==> config.mk <==
export PLATFORM = sky130hd
export DESIGN_NAME = power_mode_supervisor
export DESIGN_NICKNAME = d
export VERILOG_FILES = /design/src/pkg/power_mode_supervisor_pkg.sv /design/src/rtl/power_mode_supervisor.sv
export SDC_FILE = /design/constraint.sdc
export NUM_CORES = 1
export LEC_CHECK = 0
export BUFFER_PORTS_ARGS = -buffer_cell sky130_fd_sc_hd__buf_2
export CORE_AREA = 10 10 118 120
export DETAILED_ROUTE_END_ITERATION = 8
export DIE_AREA = 0 0 128 130
export GPL_TIMING_DRIVEN = 1
export HOLD_SLACK_MARGIN = 0.02
export PLACE_DENSITY = 0.86
export SLEW_MARGIN = 20
export SYNTH_ARGS = -nofsm -noshare
export SYNTH_HDL_FRONTEND = slang
export SYNTH_SLANG_ARGS = --single-unit
==> constraint.sdc <==
create_clock -name core_clk_i -period 7.59 [get_ports core_clk_i]
set_clock_uncertainty 0.15 [all_clocks]
set_input_delay 0.3795 -clock core_clk_i [delete_from_list [all_inputs] [get_ports core_clk_i]]
set_output_delay 0.3795 -clock core_clk_i [all_outputs]
set_load 0.02 [all_outputs]
==> src/pkg/power_mode_supervisor_pkg.sv <==
// constants, types and carriers of the power mode supervisor
//////////////////////////////////////////////////////////////////////
// Summary of operation
// [RULE1] hold the chip in reset while supply is under POR/POWER_DOWN_RESET or brownout level
// [RULE2] brownout reset is on from power-on at the lowest level
// [RULE3] after supply is good, load option bytes: keep, change or disable brownout
// [RULE4] option bytes pick one of five brownout levels
// [RULE5] optionally switch the internal reference off while in Stop
// [RULE6] supply level detector has seven software-chosen thresholds
// [RULE7] detector interrupt on falling, rising or both crossings
// [RULE8] software must enable the detector; it is off until then
// [RULE9] regulator has main, low-power and off modes; main in Run
// [RULE10] low-power regulator in low-power run, low-power sleep and Stop
// [RULE11] Standby powers the regulator and core down; core state is lost
// [RULE12] return to Run within the latency of each source mode
// [RULE13] wake by communication line adds a delay before Run
// [RULE14] sample boot pins at startup: Flash, system memory or RAM
// [RULE15] system memory boot runs the loader over either serial port
// [RULE16] leave Standby within 60 us on reset, watchdog, wake pin or clock event
// [RULE17] core reset stays on until option byte load is done
package power_mode_supervisor_pkg;
  localparam int CLK_MHZ = 200;
  localparam logic [7:0] CTRL_OFS = 8'h00;
  localparam logic [7:0] STATUS_OFS = 8'h04;
  localparam logic [7:0] INT_STAT_OFS = 8'h08;
  localparam logic [7:0] INT_MASK_OFS = 8'h0c;
  localparam int CTRL_SLD_EN = 0;
  localparam int CTRL_SLD_LVL = 1;
  localparam int CTRL_TRIG_FALL = 4;
  localparam int CTRL_TRIG_RISE = 5;
  localparam int CTRL_VREF_AUTO = 6;
  localparam int CTRL_MODE = 8;
  localparam int EVT_SLD_FALL = 0;
  localparam int EVT_SLD_RISE = 1;
  localparam int EVT_WAKE_DONE = 2;
  localparam int T_SLEEP_NS = 400;
  localparam int T_LPRUN_NS = 3000;
  localparam int T_LPSLEEP_NS = 46000;
  localparam int T_STOP_NS = 8000;
  localparam int T_STANDBY_NS = 58000;
  localparam int T_COMM_NS = 100;
  localparam logic [13:0] SLEEP_CYC = 14'(T_SLEEP_NS * CLK_MHZ / 1000);
  localparam logic [13:0] LPRUN_CYC = 14'(T_LPRUN_NS * CLK_MHZ / 1000);
  localparam logic [13:0] LPSLEEP_CYC = 14'(T_LPSLEEP_NS * CLK_MHZ / 1000);
  // stop latency is strictly below the figure
  localparam logic [13:0] STOP_CYC = 14'(T_STOP_NS * CLK_MHZ / 1000 - 1);
  localparam logic [13:0] STANDBY_CYC = 14'(T_STANDBY_NS * CLK_MHZ / 1000);
  localparam logic [13:0] COMM_CYC = 14'(T_COMM_NS * CLK_MHZ / 1000);
  localparam logic [2:0] BOR_LVL_RST = 3'h0;
  localparam logic [2:0] BOR_LVL_MAX = 3'h4;
  localparam logic [2:0] SLD_LVL_MAX = 3'h6;
  localparam logic [31:0] CTRL_RST = 32'h0;
  localparam int S_POR = 0;
  localparam int S_BOR = 1;
  localparam int S_SLD = 2;
  localparam int S_BOOT = 3;
  localparam int S_WKP = 5;
  localparam int S_XRST = 7;
  localparam int S_INDEPENDENT_WATCHDOG = 8;
  localparam int S_RTC = 9;
  localparam int S_EXTERNAL_INTERRUPT_CONTROLLER = 10;
  localparam int S_COMM = 11;
  localparam int NSYNC = 12;
  typedef enum logic [2:0] {
    M_RUN = 3'h0, M_SLEEP = 3'h1, M_LPRUN = 3'h2,
    M_LPSLEEP = 3'h3, M_STOP = 3'h4, M_STANDBY = 3'h5
  } mode_req_e;
  typedef enum logic [1:0] {REG_MAIN = 2'h0, REG_LP = 2'h1, REG_OFF = 2'h2} reg_mode_e;
  typedef enum logic [1:0] {BOOT_FLASH = 2'h0, BOOT_SYSMEM = 2'h1, BOOT_RAM = 2'h3} boot_src_e;
  typedef enum logic [8:0] {
    ST_RESET = 9'h001, ST_OPTLOAD = 9'h002, ST_RUN = 9'h004,
    ST_SLEEP = 9'h008, ST_LPRUN = 9'h010, ST_LPSLEEP = 9'h020,
    ST_STOP = 9'h040, ST_STANDBY = 9'h080, ST_WAKE = 9'h100
  } state_e;
  typedef struct packed {
    logic psel;
    logic penable;
    logic pwrite;
    logic [7:0] paddr;
    logic [31:0] pwdata;
  } apb_req_s;
  typedef struct packed {
    logic pready;
    logic pslverr;
    logic [31:0] prdata;
  } apb_rsp_s;
  typedef struct packed {
    logic bor_dis;
    logic [2:0] bor_lvl;
  } opt_byte_s;
endpackage

==> src/rtl/power_mode_supervisor.sv <==
// power mode supervisor: supply resets, option load, detector, modes, wake
//
// Design decisions made here: the APB interface to the registers and the placing of the registers.
`timescale 1ns/100ps
module power_mode_supervisor
  import power_mode_supervisor_pkg::*;
#(
  parameter logic [13:0] LPSLEEP_WAKE_CYC = LPSLEEP_CYC,
  parameter logic [13:0] STANDBY_WAKE_CYC = STANDBY_CYC
) (
  // clock and reset
  input wire logic core_clk_i,
  input wire logic rstn_i,
  // register bus
  input wire apb_req_s apb_i,
  output apb_rsp_s apb_o,
  // analogue comparators, asynchronous
  input wire logic por_ok_i,
  input wire logic bor_above_i,
  input wire logic sld_above_i,
  // boot pins and wake sources, asynchronous
  input wire logic [1:0] boot_pins_i,
  input wire logic [1:0] wakeup_pin_i,
  input wire logic external_reset_pin_i,
  input wire logic independent_watchdog_i,
  input wire logic rtc_event_i,
  input wire logic external_interrupt_controller_wake_i,
  input wire logic comm_wake_i,
  // option byte loader
  output logic opt_req_o,
  input wire logic opt_valid_i,
  input wire opt_byte_s opt_i,
  // analogue and power controls
  output logic chip_rst_n_o,
  output logic core_rst_n_o,
  output logic core_pwr_o,
  output reg_mode_e reg_mode_o,
  output logic vref_on_o,
  output logic bor_en_o,
  output logic [2:0] bor_level_o,
  output logic sld_en_o,
  output logic [2:0] sld_level_o,
  output boot_src_e boot_src_o,
  output logic loader_en_o,
  output state_e mode_o,
  output logic irq_o
);

  typedef struct packed {
    state_e st;
    logic [NSYNC-1:0] s1;
    logic [NSYNC-1:0] s2;
    logic [NSYNC-1:0] s3;
    logic [13:0] cnt;
    logic from_stby;
    logic [31:0] ctrl;
    logic [2:0] stat;
    logic [2:0] mask;
    apb_rsp_s rsp;
    logic irq;
    logic bor_en;
    logic [2:0] bor_lvl;
    boot_src_e boot;
    logic chip_ok;
    logic core_rst_n;
    reg_mode_e regm;
    logic vref;
    logic opt_req;
    logic core_pwr;
    logic loader;
  } state_s;

  state_s q;
  state_s next_q;

  logic acc;
  logic wr;
  logic rd;
  logic sld_fall;
  logic sld_rise;
  logic [NSYNC-1:0] rise;
  logic [2:0] lvl;
  mode_req_e req;
  logic [13:0] lat;

  //////////////////////////////////////////////////////////////////////
  always_comb begin
    next_q = q;
    acc = apb_i.psel && apb_i.penable;
    wr = acc && q.rsp.pready && apb_i.pwrite;
    rd = acc && !q.rsp.pready && !apb_i.pwrite;
    rise = q.s2 & ~q.s3;
    req = mode_req_e'(q.ctrl[CTRL_MODE +: 3]);
    lat = SLEEP_CYC;
    lvl = 3'h0;

    // pins pass two flops; s3 only holds the previous synced value
    next_q.s1 = {comm_wake_i, external_interrupt_controller_wake_i, rtc_event_i,
      independent_watchdog_i, external_reset_pin_i, wakeup_pin_i,
      boot_pins_i, sld_above_i, bor_above_i, por_ok_i};
    next_q.s2 = q.s1;
    next_q.s3 = q.s2;

    // supply supervisor
    next_q.chip_ok = q.s2[S_POR] && (q.s2[S_BOR] || !q.bor_en); // see [RULE1]

    // detector edges only count while software has it on
    sld_fall = q.ctrl[CTRL_SLD_EN] && q.s3[S_SLD] && !q.s2[S_SLD]; // see [RULE8]
    sld_rise = q.ctrl[CTRL_SLD_EN] && rise[S_SLD];

    // bus response, one wait state
    next_q.rsp.pready = acc && !q.rsp.pready;
    next_q.rsp.pslverr = 1'b0;
    if (rd || (acc && !q.rsp.pready)) begin
      next_q.rsp.prdata = 32'h0;
      case (apb_i.paddr)
        CTRL_OFS: next_q.rsp.prdata = q.ctrl;
        STATUS_OFS: next_q.rsp.prdata = {15'h0, q.st, 1'b0, q.boot,
          q.bor_lvl, q.bor_en, q.s2[S_SLD]};
        INT_STAT_OFS: next_q.rsp.prdata = {29'h0, q.stat};
        INT_MASK_OFS: next_q.rsp.prdata = {29'h0, q.mask};
        default: next_q.rsp.pslverr = 1'b1;
      endcase
    end

    if (wr) begin
      case (apb_i.paddr)
        CTRL_OFS: begin
          next_q.ctrl = apb_i.pwdata & 32'h0000077f;
          lvl = apb_i.pwdata[CTRL_SLD_LVL +: 3];
          // seven levels only
          if (lvl > SLD_LVL_MAX) begin
            next_q.ctrl[CTRL_SLD_LVL +: 3] = SLD_LVL_MAX; // see [RULE6]
          end
          if (apb_i.pwdata[CTRL_MODE +: 3] > 3'(M_STANDBY)) begin
            next_q.ctrl[CTRL_MODE +: 3] = 3'(M_RUN);
          end
        end
        INT_STAT_OFS: next_q.stat = q.stat & ~apb_i.pwdata[2:0];
        INT_MASK_OFS: next_q.mask = apb_i.pwdata[2:0];
        default: next_q.stat = next_q.stat;
      endcase
    end

    // events set after the clear so a same-cycle event survives
    if (sld_fall && q.ctrl[CTRL_TRIG_FALL]) begin
      next_q.stat[EVT_SLD_FALL] = 1'b1; // see [RULE7]
    end
    if (sld_rise && q.ctrl[CTRL_TRIG_RISE]) begin
      next_q.stat[EVT_SLD_RISE] = 1'b1; // see [RULE7]
    end

    //////////////////////////////////////////////////////////////////
    case (q.st)
      ST_RESET: begin
        next_q.core_rst_n = 1'b0;
        if (q.chip_ok) begin
          next_q.st = ST_OPTLOAD; // see [RULE3]
        end
      end
      ST_OPTLOAD: begin
        if (opt_valid_i) begin
          next_q.bor_en = !opt_i.bor_dis; // see [RULE3]
          next_q.bor_lvl = (opt_i.bor_lvl > BOR_LVL_MAX) ? BOR_LVL_MAX
            : opt_i.bor_lvl; // see [RULE4]
          // bit 0 low means flash whatever bit 1 says
          next_q.boot = q.s2[S_BOOT] ? boot_src_e'(q.s2[S_BOOT +: 2])
            : BOOT_FLASH; // see [RULE14]
          next_q.core_rst_n = 1'b1; // see [RULE17]
          next_q.st = ST_RUN;
        end
      end
      ST_RUN: begin
        case (req)
          M_SLEEP: next_q.st = ST_SLEEP;
          M_LPRUN: next_q.st = ST_LPRUN;
          M_LPSLEEP: next_q.st = ST_LPSLEEP;
          M_STOP: next_q.st = ST_STOP;
          M_STANDBY: begin
            // core domain and its registers are lost
            next_q.st = ST_STANDBY; // see [RULE11]
            next_q.ctrl = CTRL_RST;
            next_q.stat = 3'h0;
            next_q.mask = 3'h0;
            next_q.core_rst_n = 1'b0;
          end
          default: next_q.st = ST_RUN;
        endcase
      end
      ST_LPRUN: begin
        if (req == M_RUN) begin
          next_q.st = ST_WAKE;
          next_q.cnt = LPRUN_CYC; // see [RULE12]
        end else if (req == M_LPSLEEP) begin
          next_q.st = ST_LPSLEEP;
        end
      end
      ST_SLEEP, ST_LPSLEEP, ST_STOP: begin
        if (q.s2[S_EXTERNAL_INTERRUPT_CONTROLLER] || q.s2[S_COMM]) begin
          if (q.st == ST_SLEEP) begin
            lat = SLEEP_CYC;
          end else if (q.st == ST_STOP) begin
            lat = STOP_CYC;
          end else begin
            lat = LPSLEEP_WAKE_CYC;
          end
          next_q.st = ST_WAKE;
          // line wake goes through the interrupt controller first
          next_q.cnt = q.s2[S_COMM] ? 14'(lat + COMM_CYC) : lat; // see [RULE12] [RULE13]
        end
      end
      ST_STANDBY: begin
        if (rise[S_XRST] || rise[S_INDEPENDENT_WATCHDOG] || rise[S_RTC] || |rise[S_WKP +: 2]) begin
          next_q.st = ST_WAKE; // see [RULE16]
          next_q.cnt = STANDBY_WAKE_CYC; // see [RULE12]
          next_q.from_stby = 1'b1;
        end
      end
      ST_WAKE: begin
        next_q.cnt = q.cnt - 14'h1;
        if (q.cnt <= 14'h1) begin
          next_q.st = ST_RUN;
          next_q.ctrl[CTRL_MODE +: 3] = 3'(M_RUN);
          next_q.stat[EVT_WAKE_DONE] = 1'b1;
          next_q.core_rst_n = 1'b1;
          next_q.from_stby = 1'b0;
        end
      end
      default: next_q.st = ST_RESET;
    endcase

    // a supply drop wins over every mode
    if (!q.chip_ok) begin
      next_q.st = ST_RESET; // see [RULE1]
      next_q.core_rst_n = 1'b0;
      next_q.from_stby = 1'b0;
    end

    // regulator follows the next mode so it switches with the state
    case (next_q.st)
      ST_LPRUN, ST_LPSLEEP, ST_STOP: next_q.regm = REG_LP; // see [RULE10]
      ST_STANDBY: next_q.regm = REG_OFF; // see [RULE11]
      ST_WAKE: next_q.regm = next_q.from_stby ? REG_OFF : REG_MAIN;
      default: next_q.regm = REG_MAIN; // see [RULE9]
    endcase
    if (next_q.st == ST_WAKE && next_q.from_stby && next_q.cnt < STANDBY_WAKE_CYC) begin
      // regulator restarts once the wake has begun
      next_q.regm = REG_MAIN;
    end
    next_q.vref = !(next_q.st == ST_STOP && q.ctrl[CTRL_VREF_AUTO]); // see [RULE5]

    next_q.irq = |(next_q.stat & next_q.mask);
    // decoded from the next state so the flopped outputs keep their timing
    next_q.opt_req = (next_q.st == ST_OPTLOAD);
    next_q.core_pwr = (next_q.regm != REG_OFF);
    next_q.loader = (next_q.boot == BOOT_SYSMEM); // see [RULE15]
  end

  //////////////////////////////////////////////////////////////////////
  always_ff @(posedge core_clk_i) begin
    if (!rstn_i) begin
      q.st <= ST_RESET;
      q.s1 <= '0;
      q.s2 <= '0;
      q.s3 <= '0;
      q.cnt <= 14'h0;
      q.from_stby <= 1'b0;
      q.ctrl <= CTRL_RST;
      q.stat <= 3'h0;
      q.mask <= 3'h0;
      q.rsp <= '0;
      q.irq <= 1'b0;
      q.bor_en <= 1'b1; // see [RULE2]
      q.bor_lvl <= BOR_LVL_RST; // see [RULE2]
      q.boot <= BOOT_FLASH;
      q.chip_ok <= 1'b0;
      q.core_rst_n <= 1'b0;
      q.regm <= REG_MAIN;
      q.vref <= 1'b1;
      q.opt_req <= 1'b0;
      q.core_pwr <= 1'b1;
      q.loader <= 1'b0;
    end else begin
      q <= next_q;
    end
  end

  //////////////////////////////////////////////////////////////////////
  assign apb_o = q.rsp;
  assign opt_req_o = q.opt_req;
  assign chip_rst_n_o = q.chip_ok;
  assign core_rst_n_o = q.core_rst_n;
  assign core_pwr_o = q.core_pwr;
  assign reg_mode_o = q.regm;
  assign vref_on_o = q.vref;
  assign bor_en_o = q.bor_en;
  assign bor_level_o = q.bor_lvl;
  assign sld_en_o = q.ctrl[CTRL_SLD_EN]; // see [RULE8]
  assign sld_level_o = q.ctrl[CTRL_SLD_LVL +: 3]; // see [RULE6]
  assign boot_src_o = q.boot;
  // loader may use either serial port when booting system memory
  assign loader_en_o = q.loader; // see [RULE15]
  assign mode_o = q.st;
  assign irq_o = q.irq;

endmodule

After elaboration in Yosys (flattened, before gate mapping):

Index checks and enable logic that the tools add are counted.

* add/sub/neg operators: 2
* order comparisons: 5
* eq/ne operators: 28
* mux-type cells: 50
* bitwise gates (word level): 5
* reductions and logical operators: 38

Operators with widths (count)
* $pmux W32 S4: 1
* $mux W14: 7
* $mux W38: 2
* $mux W9: 7
* $pmux W9 S7: 1
* $pmux W14 S4: 1
* $pmux W8 S5: 1
* $mux W32: 1
* $mux W21: 1
* $eq A9 B2 Y1 const B: 2
* $eq A9 B5 Y1 const B: 2
* $eq A9 B6 Y1 const B: 2
* $eq A9 B7 Y1 const B: 2
* $eq A9 B8 Y1 const B: 2
* $eq A9 B9 Y1 const B: 2
* $mux W3: 6
* $eq A8 B4 Y1 const B: 2
* $mux W15: 1
* $add A14 B5 Y14 const B: 1
* $le A14 B1 Y1 const B: 1
* $logic_and A1 B1 Y1: 14
* $lt A14 B14 Y1 const B: 1
* $sub A14 B1 Y14 const B: 1
* $and A10 B10 Y10: 1
* 32 further kinds: 66

* flip-flop bits (word level): 145
* bits of input ports: 62
* output and inout port bits: 62
* word-level logic and storage cells: 151

Longest topological paths before layout:

Gate-level depths: netlist of the first run.

* depth after elaboration: 13
* mapped depth: 10

Worst setup path before layout of the first run:

No wires, ideal clock.

* path kind: flip-flop to flip-flop
* start point: register q, in the netlist mode_o[3]
* end point: register q, in the netlist reg_mode_o[1]
* data arrival time: 2.375 ns
* required time: 7.304 ns
* path slack: 4.929 ns
* cell stages (with the launch flop): 10
* buffers on the path: 1
* period minus slack after synthesis: 2.661 ns
* cells stage by stage: dfxtp_1 buf_6 or4_4 a211o_1 o21a_1 or3_1 a21o_1 o22ai_2 a311o_1 a41oi_1

* longest elaborated chain between the ends: 12
* elaborated cells between the ends (all ways): 40
* those cells by class: add/sub: 1; order compare: 1; eq/ne: 14; mux: 20; reduce/logical: 4

Ends and longest elaborated chain
* start: declaration: RTL line power_mode_supervisor.sv:73 `state_s q;`
* start signal: assignment: RTL line power_mode_supervisor.sv:284 `q <= next_q;`
* $eq A9 B7 Y1
* $mux W14: RTL line power_mode_supervisor.sv:202 `end else if (q.st == ST_STOP) begin`
* $mux W14: RTL line power_mode_supervisor.sv:200 `if (q.st == ST_SLEEP) begin`
* $mux W14: RTL line power_mode_supervisor.sv:199 `if (q.s2[S_EXTERNAL_INTERRUPT_CONTROLLER] || q.s2[S_COMM]) begin`
* $mux W14: RTL line power_mode_supervisor.sv:154 `case (q.st)`
* $add A14 B5 Y14: RTL line power_mode_supervisor.sv:209 `next_q.cnt = q.s2[S_COMM] ? 14'(lat + COMM_CYC) : lat;`
* $mux W14: RTL line power_mode_supervisor.sv:209
* $mux W14: RTL line power_mode_supervisor.sv:199
* $pmux W14 S4: RTL line power_mode_supervisor.sv:154
* $lt A14 B14 Y1: RTL line power_mode_supervisor.sv:246 `if (next_q.st == ST_WAKE && next_q.from_stby && next_q.cnt < STANDBY_WAKE_CYC) begin`
* $logic_and A1 B1 Y1: RTL line power_mode_supervisor.sv:246
* $mux W2 (*): RTL line power_mode_supervisor.sv:246

Mark *: on every way between the ends. The rest lies on a longest branch, timed or not. The select of a mux whose other input is x is not followed.
A chain may end at the register's enable or synchronous reset.

Worst setup path after layout of the first run:

* start point: register q, in the netlist mode_o[4]
* end point: register q[80] (netlist name)

* longest elaborated chain between the ends: 2

Ends and longest elaborated chain (RTL line)
* $eq A9 B3 Y1: power_mode_supervisor.sv:154
* $mux W21: power_mode_supervisor.sv:154

No other way between the ends.

==> run summary, run 1 <==
## Outcome
* complete, no violations — status

## Pwr
* 0.000163 V — Peak supply drop
* 231 nW/um^2 — Power per Cell Area
* 1.64 mW — power after layout
* 2.97 nW — leakage power

## CTS
* 0 — PostCTS Resize Cnt
* clkbuf_16 — library cell used as clock root buffer
* 2 — number of buffers between clock root and the deepest sink
* 7 — quantity of hold-fixing buffers added after cts
* 4 — maximum level of the CTS H-tree
* 0 — post-CTS setup repair buffer count
* 0.41 ns — later-pin clock latency in the skew report
* 141 — Sinks on Clock Net
* 17 — Num CTS Buffers
* 0.06 ns — CTS clk-pin slew, worst paths
* done — clock tree from TritonCTS

## STA
* 31.1% — headroom to the max-slew limit
* 1.03 ns — actual slew at the worst max-slew pin
* 0 — final hold violation count
* no — setup repair after global routing missed its margin
* 0 — number of pins with negative max-slew slack in the final report
* 0 ns — sum of negative setup slack
* 0.0353 ns — Post-Route Hold Slack
* 0 — final number of setup-violating endpoints
* 299 MHz — maximum achievable frequency
* 44.0% — share of the clock period used by the worst path after layout
* 3.34 ns — clock period minus final worst setup slack

## Logic synthesis
* 8.74 um^2 — syn avg cell area
* 714 — gate count of the mapped netlist
* 141 — Synth Register Bits
* dfxtp_1 — most common flop cell mapped by yosys
* 6240 um^2 — Cell Area, Synth
* 780 — net count of the mapped netlist
* 70 — count of cell types in the netlist
* 45.2% — sequential share of the synthesized area
* 0 — number of synthesized flops with an enable pin
* 0% — share of synthesized flip-flops with an asynchronous set or reset
* 0 — Yosys Warn Count

## Floorplan
* 124 — top-level I/O count
* 40 — standard-cell rows
* 128 um — Die Width
* 16,600 um^2 — die footprint
* 53.3% — initial cell density of the core
* 11,700 um^2 — floorplan core area
* 130 um — Die Height

## Critical path
* 0.90 ns — stage delay of the slowest cell on the critical path
* register — CP Capture Type
* register — category of the worst setup path launch point
* o21ai_1 — Slowest cell on crit path
* 22 — biggest fanout along the worst timing path
* register to register — Worst Path Class, Setup
* or3_1, nor4_1, nand3_1, o21ai_1, nor2_2, and2_1 — Critical Path, Cell by Cell
* mode_o[4]$_SDFF_PN0_ — startpoint of the lowest-slack register-to-register path
* 4.25 ns — setup slack of the most critical reg-to-reg path
* q[80]$_SDFF_PN0_ — critical register-to-register path endpoint
* 7.74 ns — Data required, critical path
* 6 — r2r worst-path depth
* 3.49 ns — signal arrival time at the worst endpoint

## Final layout
* 1,019 — Fill cells
* 818 — Post-layout nets
* 13.6% — synth-to-layout area growth
* dfxtp_1 — most common library cell in the layout ignoring fill and taps
* 21.2% — layout cell share with drive strength beyond 1
* 141 x dfxtp_1, 101 x buf_2, 98 x nor2_1 — commonest cells after routing, fill and taps aside
* 0 — ANT cells

## Global route
* 0 — antenna violations before repair
* 0 — Remaining Overflow, GRT
* 4,979 — number of global-route vias before repair
* 18.2% — total routing resource utilization after global routing
* 24.8 mm — global-route wire length before repair
* 40 — pin count of the biggest net entering global routing

## Placed design
* 11.0 mm — detailed placer's ending HPWL
* 0.947 — Routability Congestion
* 101 — count of buffers inserted at the top-level ports

## Drt
* 15.3 mm — total wirelength of the detailed-routed design
* 337 — detailed router's first-iteration violation count
* 16.8 um — Routed wire per std cell
* 0 — number of nets with antenna violations after routing
* 0 — number of DRC violations after detailed routing
* 5 — first-pass iteration count of the detailed router
* 5,106 — number of vias after detailed routing
* 5.60 — routed vias/inst

## Min path
* boot_pins_i[1] — Worst Hold Launch
* 2 — Worst Hold Depth
* input port to register — class of the most critical hold timing path
* next_q[118]$_SDFF_PN0_ — WHS Endpoint

## Job
* 0 — max cap viols

[report_power, final]
part | internal, mW | switching, mW
Sequential | 0.748 | 0.00341
Clock | 0.535 | 0.303
Combinational | 0.0189 | 0.0271
[critical path, delay by kind of cell, from the launching register on]
family / cells / cell delay [ns]
AO/OA/AOI/OAI: 1 / 0.90
AND/OR/NAND/NOR: 5 / 1.74
flip-flops: 1 / 0.42
[state kept, by name, indices dropped and copies added (netlist names)]
| register | cells |
|---|---|
| bor_en_o | 1 |
| loader_en_o | 1 |
| bor_level_o | 3 |
| sld_level_o | 3 |
| reg_mode_o | 2 |
| boot_src_o | 2 |
| irq_o | 1 |
| core_rst_n_o | 1 |
| next_q | 24 |
| apb_o | 34 |
| chip_rst_n_o | 1 |
| opt_req_o | 1 |
| sld_en_o | 1 |
| q | 55 |
| vref_on_o | 1 |
| mode_o | 9 |
| core_pwr_o | 1 |
[routing by layer]
metal	global-route usage, %	vias to the layer above	part of all wire (%)
li1	-	2512	-
met1	23.6	2377	44
met2	28.4	196	47
met3	4.71	21	6.8
met4	6.95	0	1.6
met5	0	-	0
[final cells by class]
class | count | area [um^2] | area share [%]
clock buffers | 23 | 468 | 6.60
multi-input cells | 459 | 2790 | 39.4
inverters | 20 | 75.1 | 1.06
repair buffers | 113 | 613 | 8.65
flip-flops and latches | 141 | 2820 | 39.8
well taps | 147 | 184 | 2.59
clock inverters | 9 | 135 | 1.91
[through the flow]
stage                     worst slack (ns)  instances  utilization [%]  area (um^2)
after global routing                  3.87        912             60.5         7090
after detailed placement              4.26        873             54.8         6420
after global placement                4.11        873             54.8         6410
after floorplan                       4.93        714                -         6240
after CTS                             4.25        912             60.5         7090
final                                 4.25        912             60.5         7090
[cells in the mapped netlist (12+ instances only)]
cell | instances | share of area [%]
nor2_1 | 99 | 6.0
o21ai_0 | 12 | 0.96
inv_1 | 18 | 1.1
nor4_1 | 13 | 1.3
nor3_1 | 14 | 1.1
dfxtp_1 | 141 | 45
nand3_1 | 14 | 1.1
and2_1 | 55 | 5.5
a22oi_1 | 34 | 4.1
clkbuf_1 | 37 | 2.2
a21oi_1 | 37 | 3.0
nand2_1 | 42 | 2.5
mux2_2 | 12 | 2.2
buf_4 | 53 | 6.4
[logic make-up (layout without fill, tap and decap cells)]
| kind of cell | Yosys count | after routing | share of synthesized area [%] |
|---|---|---|---|
| buffers and inverters | 114 | 165 | 10.2 |
| and+or+nand+nor | 295 | 295 | 24.4 |
| muxes | 20 | 20 | 4.05 |
| AOI/OAI and AO/OA | 135 | 135 | 14.7 |
| adders and majority gates | 4 | 4 | 0.802 |
| DFF | 141 | 141 | 45.2 |
| xor gates and xnor gates | 5 | 5 | 0.702 |
[how the worst max path moves through the flow]
stage / endpoint / slack (ns) / depth (start not counted) / startpoint
final: q[80]$_SDFF_PN0_ / 4.25 / 6 / mode_o[4]$_SDFF_PN0_
after global routing: q[80]$_SDFF_PN0_ / 3.87 / 6 / mode_o[4]$_SDFF_PN0_
after CTS: q[80]$_SDFF_PN0_ / 4.25 / 6 / mode_o[4]$_SDFF_PN0_
after detailed placement: q[80]$_SDFF_PN0_ / 4.26 / 6 / mode_o[4]$_SDFF_PN0_
after global placement: q[78]$_SDFF_PN0_ / 4.11 / 6 / mode_o[4]$_SDFF_PN0_
after floorplan: reg_mode_o[1]$_SDFF_PN0_ / 4.93 / 9 / mode_o[3]$_SDFF_PN0_
(Power assumes the default switching activity.)
==> run 2, diff against run 1 <==
==> constraint.sdc (replaced) <==
create_clock -name core_clk_i -period 3.2 [get_ports core_clk_i]
set_clock_uncertainty 0.15 [all_clocks]
set_input_delay 0.16 -clock core_clk_i [delete_from_list [all_inputs] [get_ports core_clk_i]]
set_output_delay 0.16 -clock core_clk_i [all_outputs]
set_load 0.02 [all_outputs]
==> run 2 against run 1 <==
  * Sequential share of layout area decreased by 1.7 points
  * Utilization increased by 2.7 points
  * Combinational power grew to 2.9 times the previous value
  * Global-route usage rose by 1.5 points
  * Maximum frequency increased by 15%
  * Largest cell class unchanged
  * Worst hold slack gained 0.013 ns
  * Clock power grew 140%
  * Total power up 140%
==> run summary, run 2 (synthesis results as in run 1) <==
## Final layout
* 0 — ANT cells, unchanged
* 22.1% — layout cell share with drive strength beyond 1, +0.95 points
* 7400 um^2 — post-route standard cell area excluding fillers, +4.4%
* 947 — final std cells w/o fill, +3.8%
* q — register ranked first by flip-flop count
* 55 — max reg flops, unchanged
* dfxtp_1 — most common library cell in the layout ignoring fill and taps
* 141 x dfxtp_1, 101 x buf_2, 98 x nor2_1 — commonest cells after routing, fill and taps aside
* 853 — Post-layout nets, +4.3%
* 18.6% — synth-to-layout area growth

## Global route
* 0 — antenna violations before repair, unchanged
* 19.7% — total routing resource utilization after global routing, +1.5 points
* 53 — pin count of the biggest net entering global routing, +33%
* 0 — Remaining Overflow, GRT, unchanged
* 5,227 — number of global-route vias before repair, +5.0%
* 26.5 mm — global-route wire length before repair, +6.8%

## CTS
* 141 — Sinks on Clock Net, unchanged
* 17 — Num CTS Buffers, unchanged
* done — clock tree from TritonCTS
* 0.06 ns — CTS clk-pin slew, worst paths, about the same
* 27 — quantity of hold-fixing buffers added after cts, +20
* clkbuf_16 — library cell used as clock root buffer
* 2 — number of buffers between clock root and the deepest sink, unchanged
* 4 — maximum level of the CTS H-tree, unchanged
* 0 — post-CTS setup repair buffer count, unchanged
* 0 — PostCTS Resize Cnt, unchanged
* 0.41 ns — later-pin clock latency in the skew report, about the same

## Critical path
* 9 — Crit. path cell count, +3
* 1 — Bufs and invs on worst path, +1
* mode_o[8]$_SDFF_PN0_ — Worst Setup SP
* register — CP Capture Type
* mode_o[8]$_SDFF_PN0_ — startpoint of the lowest-slack register-to-register path
* 0.30 ns — setup slack of the most critical reg-to-reg path, -3.95 ns
* 3.36 ns — Data required, critical path, -4.38 ns
* buf_4, nor3_1, and4_1, nor2_2, o21ai_2, nor2_1, a31o_1, a311o_1, a41o_1 — Critical Path, Cell by Cell
* register — category of the worst setup path launch point
* 9 — r2r worst-path depth, +3
* 0.41 ns — stage delay of the slowest cell on the critical path, -0.49 ns
* core_pwr_o$_SDFF_PN1_ — critical register-to-register path endpoint
* register to register — Worst Path Class, Setup
* core_pwr_o$_SDFF_PN1_ — capturing element of the worst setup path
* compound AO/OA/AOI/OAI gates — family with the most delay on the worst path
* 3.06 ns — signal arrival time at the worst endpoint, -0.43 ns
* and4_1 — Slowest cell on crit path
* 7 — biggest fanout along the worst timing path, -68%

## Job
* 0 — max cap viols, unchanged

## Min path
* 4 — Worst Hold Depth, +2
* input port to register — class of the most critical hold timing path

## STA
* 2.90 ns — clock period minus final worst setup slack, -0.437 ns
* 0 — final number of setup-violating endpoints, unchanged
* 0 — number of pins with negative max-slew slack in the final report, unchanged
* 50.6% — headroom to the max-slew limit, +19 points
* 0 — final hold violation count, unchanged
* 90.7% — share of the clock period used by the worst path after layout, +47 points
* 345 MHz — maximum achievable frequency, +15%
* 0 ns — sum of negative setup slack, unchanged
* 0.0488 ns — Post-Route Hold Slack, +0.0135 ns
* no — setup repair after global routing missed its margin
* 0.741 ns — actual slew at the worst max-slew pin, -0.285 ns

## Drt
* 5 — first-pass iteration count of the detailed router, unchanged
* 5,303 — number of vias after detailed routing, +3.9%
* 392 — detailed router's first-iteration violation count, +16%
* 5.60 — routed vias/inst, about the same
* 17.4 um — Routed wire per std cell, +4.0%
* 16.5 mm — total wirelength of the detailed-routed design, +8.0%
* 0 — number of nets with antenna violations after routing, unchanged
* 0 — number of DRC violations after detailed routing, unchanged

## Placed design
* 11.3 mm — detailed placer's ending HPWL, +3.2%
* 0.948 — Routability Congestion, about the same
* 888 — Placed Instances, +1.7%
* 6530 um^2 — instance area after placement, +1.8%
* 101 — count of buffers inserted at the top-level ports, unchanged

## Floorplan
* 11,700 um^2 — floorplan core area, unchanged
* 128 um — Die Width, unchanged
* 16,600 um^2 — die footprint, unchanged
* 124 — top-level I/O count, unchanged
* 53.3% — initial cell density of the core, unchanged
* 130 um — Die Height, unchanged
* 40 — standard-cell rows, unchanged

## Pwr
* 3.13 nW — leakage power, +5.4%
* 0.000544 V — Peak supply drop, +230%
* 3.91 mW — power after layout, +140%
* 528 nW/um^2 — Power per Cell Area, +130%

## Outcome
* complete, no violations — status

run 2: cell types whose count changed in the layout (fill, tap and decap cells not counted):
cell           before  now
dlygate4sd3_1       7   27
buf_4               5   20
clkinvlp_4          3    1
clkinv_2            1    2
clkinv_4            1    2
run 2: worst min-delay path by stage:
stage / from / endpoint / slack (ns)
final: opt_valid_i / mode_o[1]$_SDFF_PN0_ / 0.05
after global routing: opt_valid_i / mode_o[1]$_SDFF_PN0_ / 0.07
after CTS: opt_valid_i / mode_o[1]$_SDFF_PN0_ / 0.02
after detailed placement: wakeup_pin_i[1] / next_q[120]$_SDFF_PN0_ / 0.22
after global placement: por_ok_i / next_q[114]$_SDFF_PN0_ / 0.22
after floorplan: por_ok_i / next_q[114]$_SDFF_PN0_ / 0.14
run 2: report_power, final:
group | internal (mW) | switching (mW)
Combinational | 0.0611 | 0.0728
Clock | 1.27 | 0.725
Sequential | 1.77 | 0.00794
Total | 3.10 | 0.806
run 2: worst reg2reg max path, stage by stage (launching register included):
cell,delay (ns)
dfxtp_1,0.37
buf_4,0.19
nor3_1,0.39
and4_1,0.42
nor2_2,0.11
o21ai_2,0.20
nor2_1,0.09
a31o_1,0.28
a311o_1,0.40
a41o_1,0.22
run 2: area by class of cell:
type / count / area, um^2
inverter: 20 / 75.1
fill: 964 / 4310
timing repair buffer: 148 / 926
tap: 147 / 184
multi-input combinational: 459 / 2790
clock buffer: 23 / 468
sequential: 141 / 2820
clock inverter: 9 / 134
run 2: metal layers:
| layer | track usage, % | vias to the layer above | share of wire [%] |
|---|---|---|---|
| met1 | 24.1 | 2467 | 43 |
| met5 | 0 | - | 0 |
| li1 | - | 2582 | - |
| met3 | 5.88 | 33 | 7.9 |
| met2 | 31.9 | 221 | 46 |
| met4 | 7.55 | 0 | 2.7 |
run 2: metrics by stage:
step / util (%) / setup slack [ns]
after floorplan: - / 0.539
after global routing: 63.2 / 0.177
after global placement: 55.7 / 0.369
after detailed placement: 55.8 / 0.367
after CTS: 63.2 / 0.359
final: 63.2 / 0.298
==> run 3, diff against run 2 <==
--- a/config.mk
+++ b/config.mk
@@ -11,7 +11,7 @@
 export DIE_AREA = 0 0 128 130
 export GPL_TIMING_DRIVEN = 1
 export HOLD_SLACK_MARGIN = 0.02
-export PLACE_DENSITY = 0.86
+export PLACE_DENSITY = 0.78
 export SLEW_MARGIN = 20
 export SYNTH_ARGS = -nofsm -noshare
 export SYNTH_HDL_FRONTEND = slang
==> constraint.sdc (replaced) <==
create_clock -name core_clk_i -period 3.2 [get_ports core_clk_i]
set_clock_uncertainty 0.15 [all_clocks]
set_input_delay 0.64 -clock core_clk_i [delete_from_list [all_inputs] [get_ports core_clk_i]]
set_output_delay 0.64 -clock core_clk_i [all_outputs]
set_load 0.02 [all_outputs]
==> run 3 against run 2 <==
  * Register-to-register slack lost 0.15 ns
  * Via count shrank 2.6%
  * Largest power group unchanged
  * Sequential power is essentially flat
==> run summary, run 3 (synthesis results as in run 1) <==
## STA
* 0 — number of pins with negative max-slew slack in the final report, unchanged
* 3.05 ns — clock period minus final worst setup slack, +0.151 ns
* 0.733 ns — actual slew at the worst max-slew pin, -0.00754 ns
* 0 ns — sum of negative setup slack, unchanged
* 0 — final hold violation count, unchanged
* 51.1% — headroom to the max-slew limit, +0.50 points
* 0 — final number of setup-violating endpoints, unchanged
* 95.4% — share of the clock period used by the worst path after layout, +4.7 points
* 328 MHz — maximum achievable frequency, -4.9%
* no — setup repair after global routing missed its margin

## Pwr
* 2.98 nW — leakage power, -4.7%
* 0.000409 V — Peak supply drop, -25%
* 522 nW/um^2 — Power per Cell Area, -1.3%
* 2.88 mW — Int Pwr, -7.3%
* 21.9% — fraction of power spent switching nets, +1.2 points
* 48.3% — Seq pwr share, +2.8 points
* 3.0% — combinational group share of total power, -0.4 points
* 48.7% — proportion of power drawn by the clock network, -2.3 points
* 805 uW — net switching component of the power, about the same

## Floorplan
* 128 um — Die Width, unchanged
* 130 um — Die Height, unchanged
* 11,700 um^2 — floorplan core area, unchanged
* 53.3% — initial cell density of the core, unchanged
* 124 — top-level I/O count, unchanged
* 40 — standard-cell rows, unchanged
* 16,600 um^2 — die footprint, unchanged

## CTS
* clkbuf_16 — library cell used as clock root buffer
* 0 — quantity of hold-fixing buffers added after cts, -100%
* 0.06 ns — CTS clk-pin slew, worst paths, about the same
* 17 — Num CTS Buffers, unchanged
* 141 — Sinks on Clock Net, unchanged
* 0.41 ns — later-pin clock latency in the skew report, about the same
* 0 — post-CTS setup repair buffer count, unchanged
* 4 — maximum level of the CTS H-tree, unchanged
* 2 — number of buffers between clock root and the deepest sink, unchanged
* done — clock tree from TritonCTS
* 0 — PostCTS Resize Cnt, unchanged

## Final layout
* 60.3% — final standard cell utilization of the core, -2.9 points
* 0 — ANT cells, unchanged
* dfxtp_1 — most common library cell in the layout ignoring fill and taps
* 1,049 — Fill cells, +8.8%
* q — register ranked first by flip-flop count
* 824 — Post-layout nets, -3.4%
* 917 — final std cells w/o fill, -3.2%
* 22.6% — layout cell share with drive strength beyond 1, +0.47 points
* 55 — max reg flops, unchanged
* 141 x dfxtp_1, 101 x buf_2, 98 x nor2_1 — commonest cells after routing, fill and taps aside
* 13.1% — synth-to-layout area growth

## Drt
* 0 — number of DRC violations after detailed routing, unchanged
* 434 — detailed router's first-iteration violation count, +11%
* 5 — first-pass iteration count of the detailed router, unchanged
* 5.63 — routed vias/inst, +0.62%
* 15.9 mm — total wirelength of the detailed-routed design, -3.6%
* 5,167 — number of vias after detailed routing, -2.6%
* 0 — number of nets with antenna violations after routing, unchanged
* 17.3 um — Routed wire per std cell, -0.42%

## Critical path
* register — category of the worst setup path launch point
* 10 — biggest fanout along the worst timing path, +3
* register — CP Capture Type
* 3.33 ns — Data required, critical path, -0.03 ns
* 3.18 ns — signal arrival time at the worst endpoint, +0.12 ns
* register to register — Worst Path Class, Setup

## Job
* 0 — max cap viols, unchanged

## Outcome
* complete, no violations — status

## Global route
* 18.8% — total routing resource utilization after global routing, -0.92 points
* 25.4 mm — global-route wire length before repair, -4.1%
* 0 — Remaining Overflow, GRT, unchanged
* 5,061 — number of global-route vias before repair, -3.2%
* 33 — pin count of the biggest net entering global routing, -38%
* 0 — antenna violations before repair, unchanged

## Placed design
* 886 — Placed Instances, -0.23%
* 0.915 — Routability Congestion, -3.5%
* 101 — count of buffers inserted at the top-level ports, unchanged
* 11.9 mm — detailed placer's ending HPWL, +4.8%

## Min path
* register to register — class of the most critical hold timing path

-- run 3: cell count changes in the layout (fill, tap and decap cells not counted), sizes merged --
cell,previous run,this run
clkinvlp,1,2
inv,20,19
clkbuf,23,21
dlygate4sd3,27,0
buf,121,119
clkinv,5,8
bufinv,3,1
-- run 3: final cells by class --
class                      count  area [um^2]  area share [%]
clock buffer                  21          440            6.24
clock inverter                10         95.1            1.35
inverter                      20         75.1            1.06
multi-input combinational    459         2790            39.5
sequential                   141         2820            40.0
tap                          147          184            2.60
timing repair buffer         119          653            9.25
-- run 3: power by group through the flow --
stage	Combinational, mW	Sequential (mW)	Clock, mW
4_1_cts	0.109	1.78	1.82
5_1_grt	0.121	1.78	1.90
6_report	0.110	1.78	1.79
3_5_place_dp	0.109	1.82	0
2_1_floorplan	0.0633	1.81	0
3_3_place_gp	0.108	1.82	0
-- run 3: final timing paths --
path / cells after the start / endpoint / from / slack (ns)
hold reg to reg: 2 / chip_rst_n_o$_SDFF_PN0_ / next_q[102]$_SDFF_PN0_ / 0.27
setup reg to reg: 8 / reg_mode_o[1]$_SDFF_PN0_ / mode_o[4]$_SDFF_PN0_ / 0.15
hold / removal: 2 / chip_rst_n_o$_SDFF_PN0_ / next_q[102]$_SDFF_PN0_ / 0.27
setup / recovery: 8 / reg_mode_o[1]$_SDFF_PN0_ / mode_o[4]$_SDFF_PN0_ / 0.15
-- run 3: layer usage --
metal	routed length, um	track usage, %	part of all wire, %
met1	6860	22.4	43
met3	1160	5.92	7.3
met5	0	0	0
met2	7420	29.5	47
met4	468	10.5	2.9
-- run 3: stage by stage --
step / setup slack, ns / power [mW] / instance area (um^2) / hold WS [ns]
floorplan: 0.539 / 1.88 / 6240 / 0.219
global route: 0.0405 / 3.80 / 7060 / 0.269
finish: 0.147 / 3.68 / 7060 / 0.268
global placement: 0.274 / 1.93 / 6530 / 0.255
detailed placement: 0.219 / 1.93 / 6530 / 0.262
CTS: 0.203 / 3.71 / 7060 / 0.263
-- run 3: worst max-delay path, stage by stage, from the launching register on --
cell and delay [ns]:
dfxtp_1 0.42, or3_1 0.51, a211o_1 0.34, o21a_1 0.30
o41ai_1 0.42, and3_1 0.24, a31oi_1 0.11, o21bai_1 0.28
a41oi_1 0.15
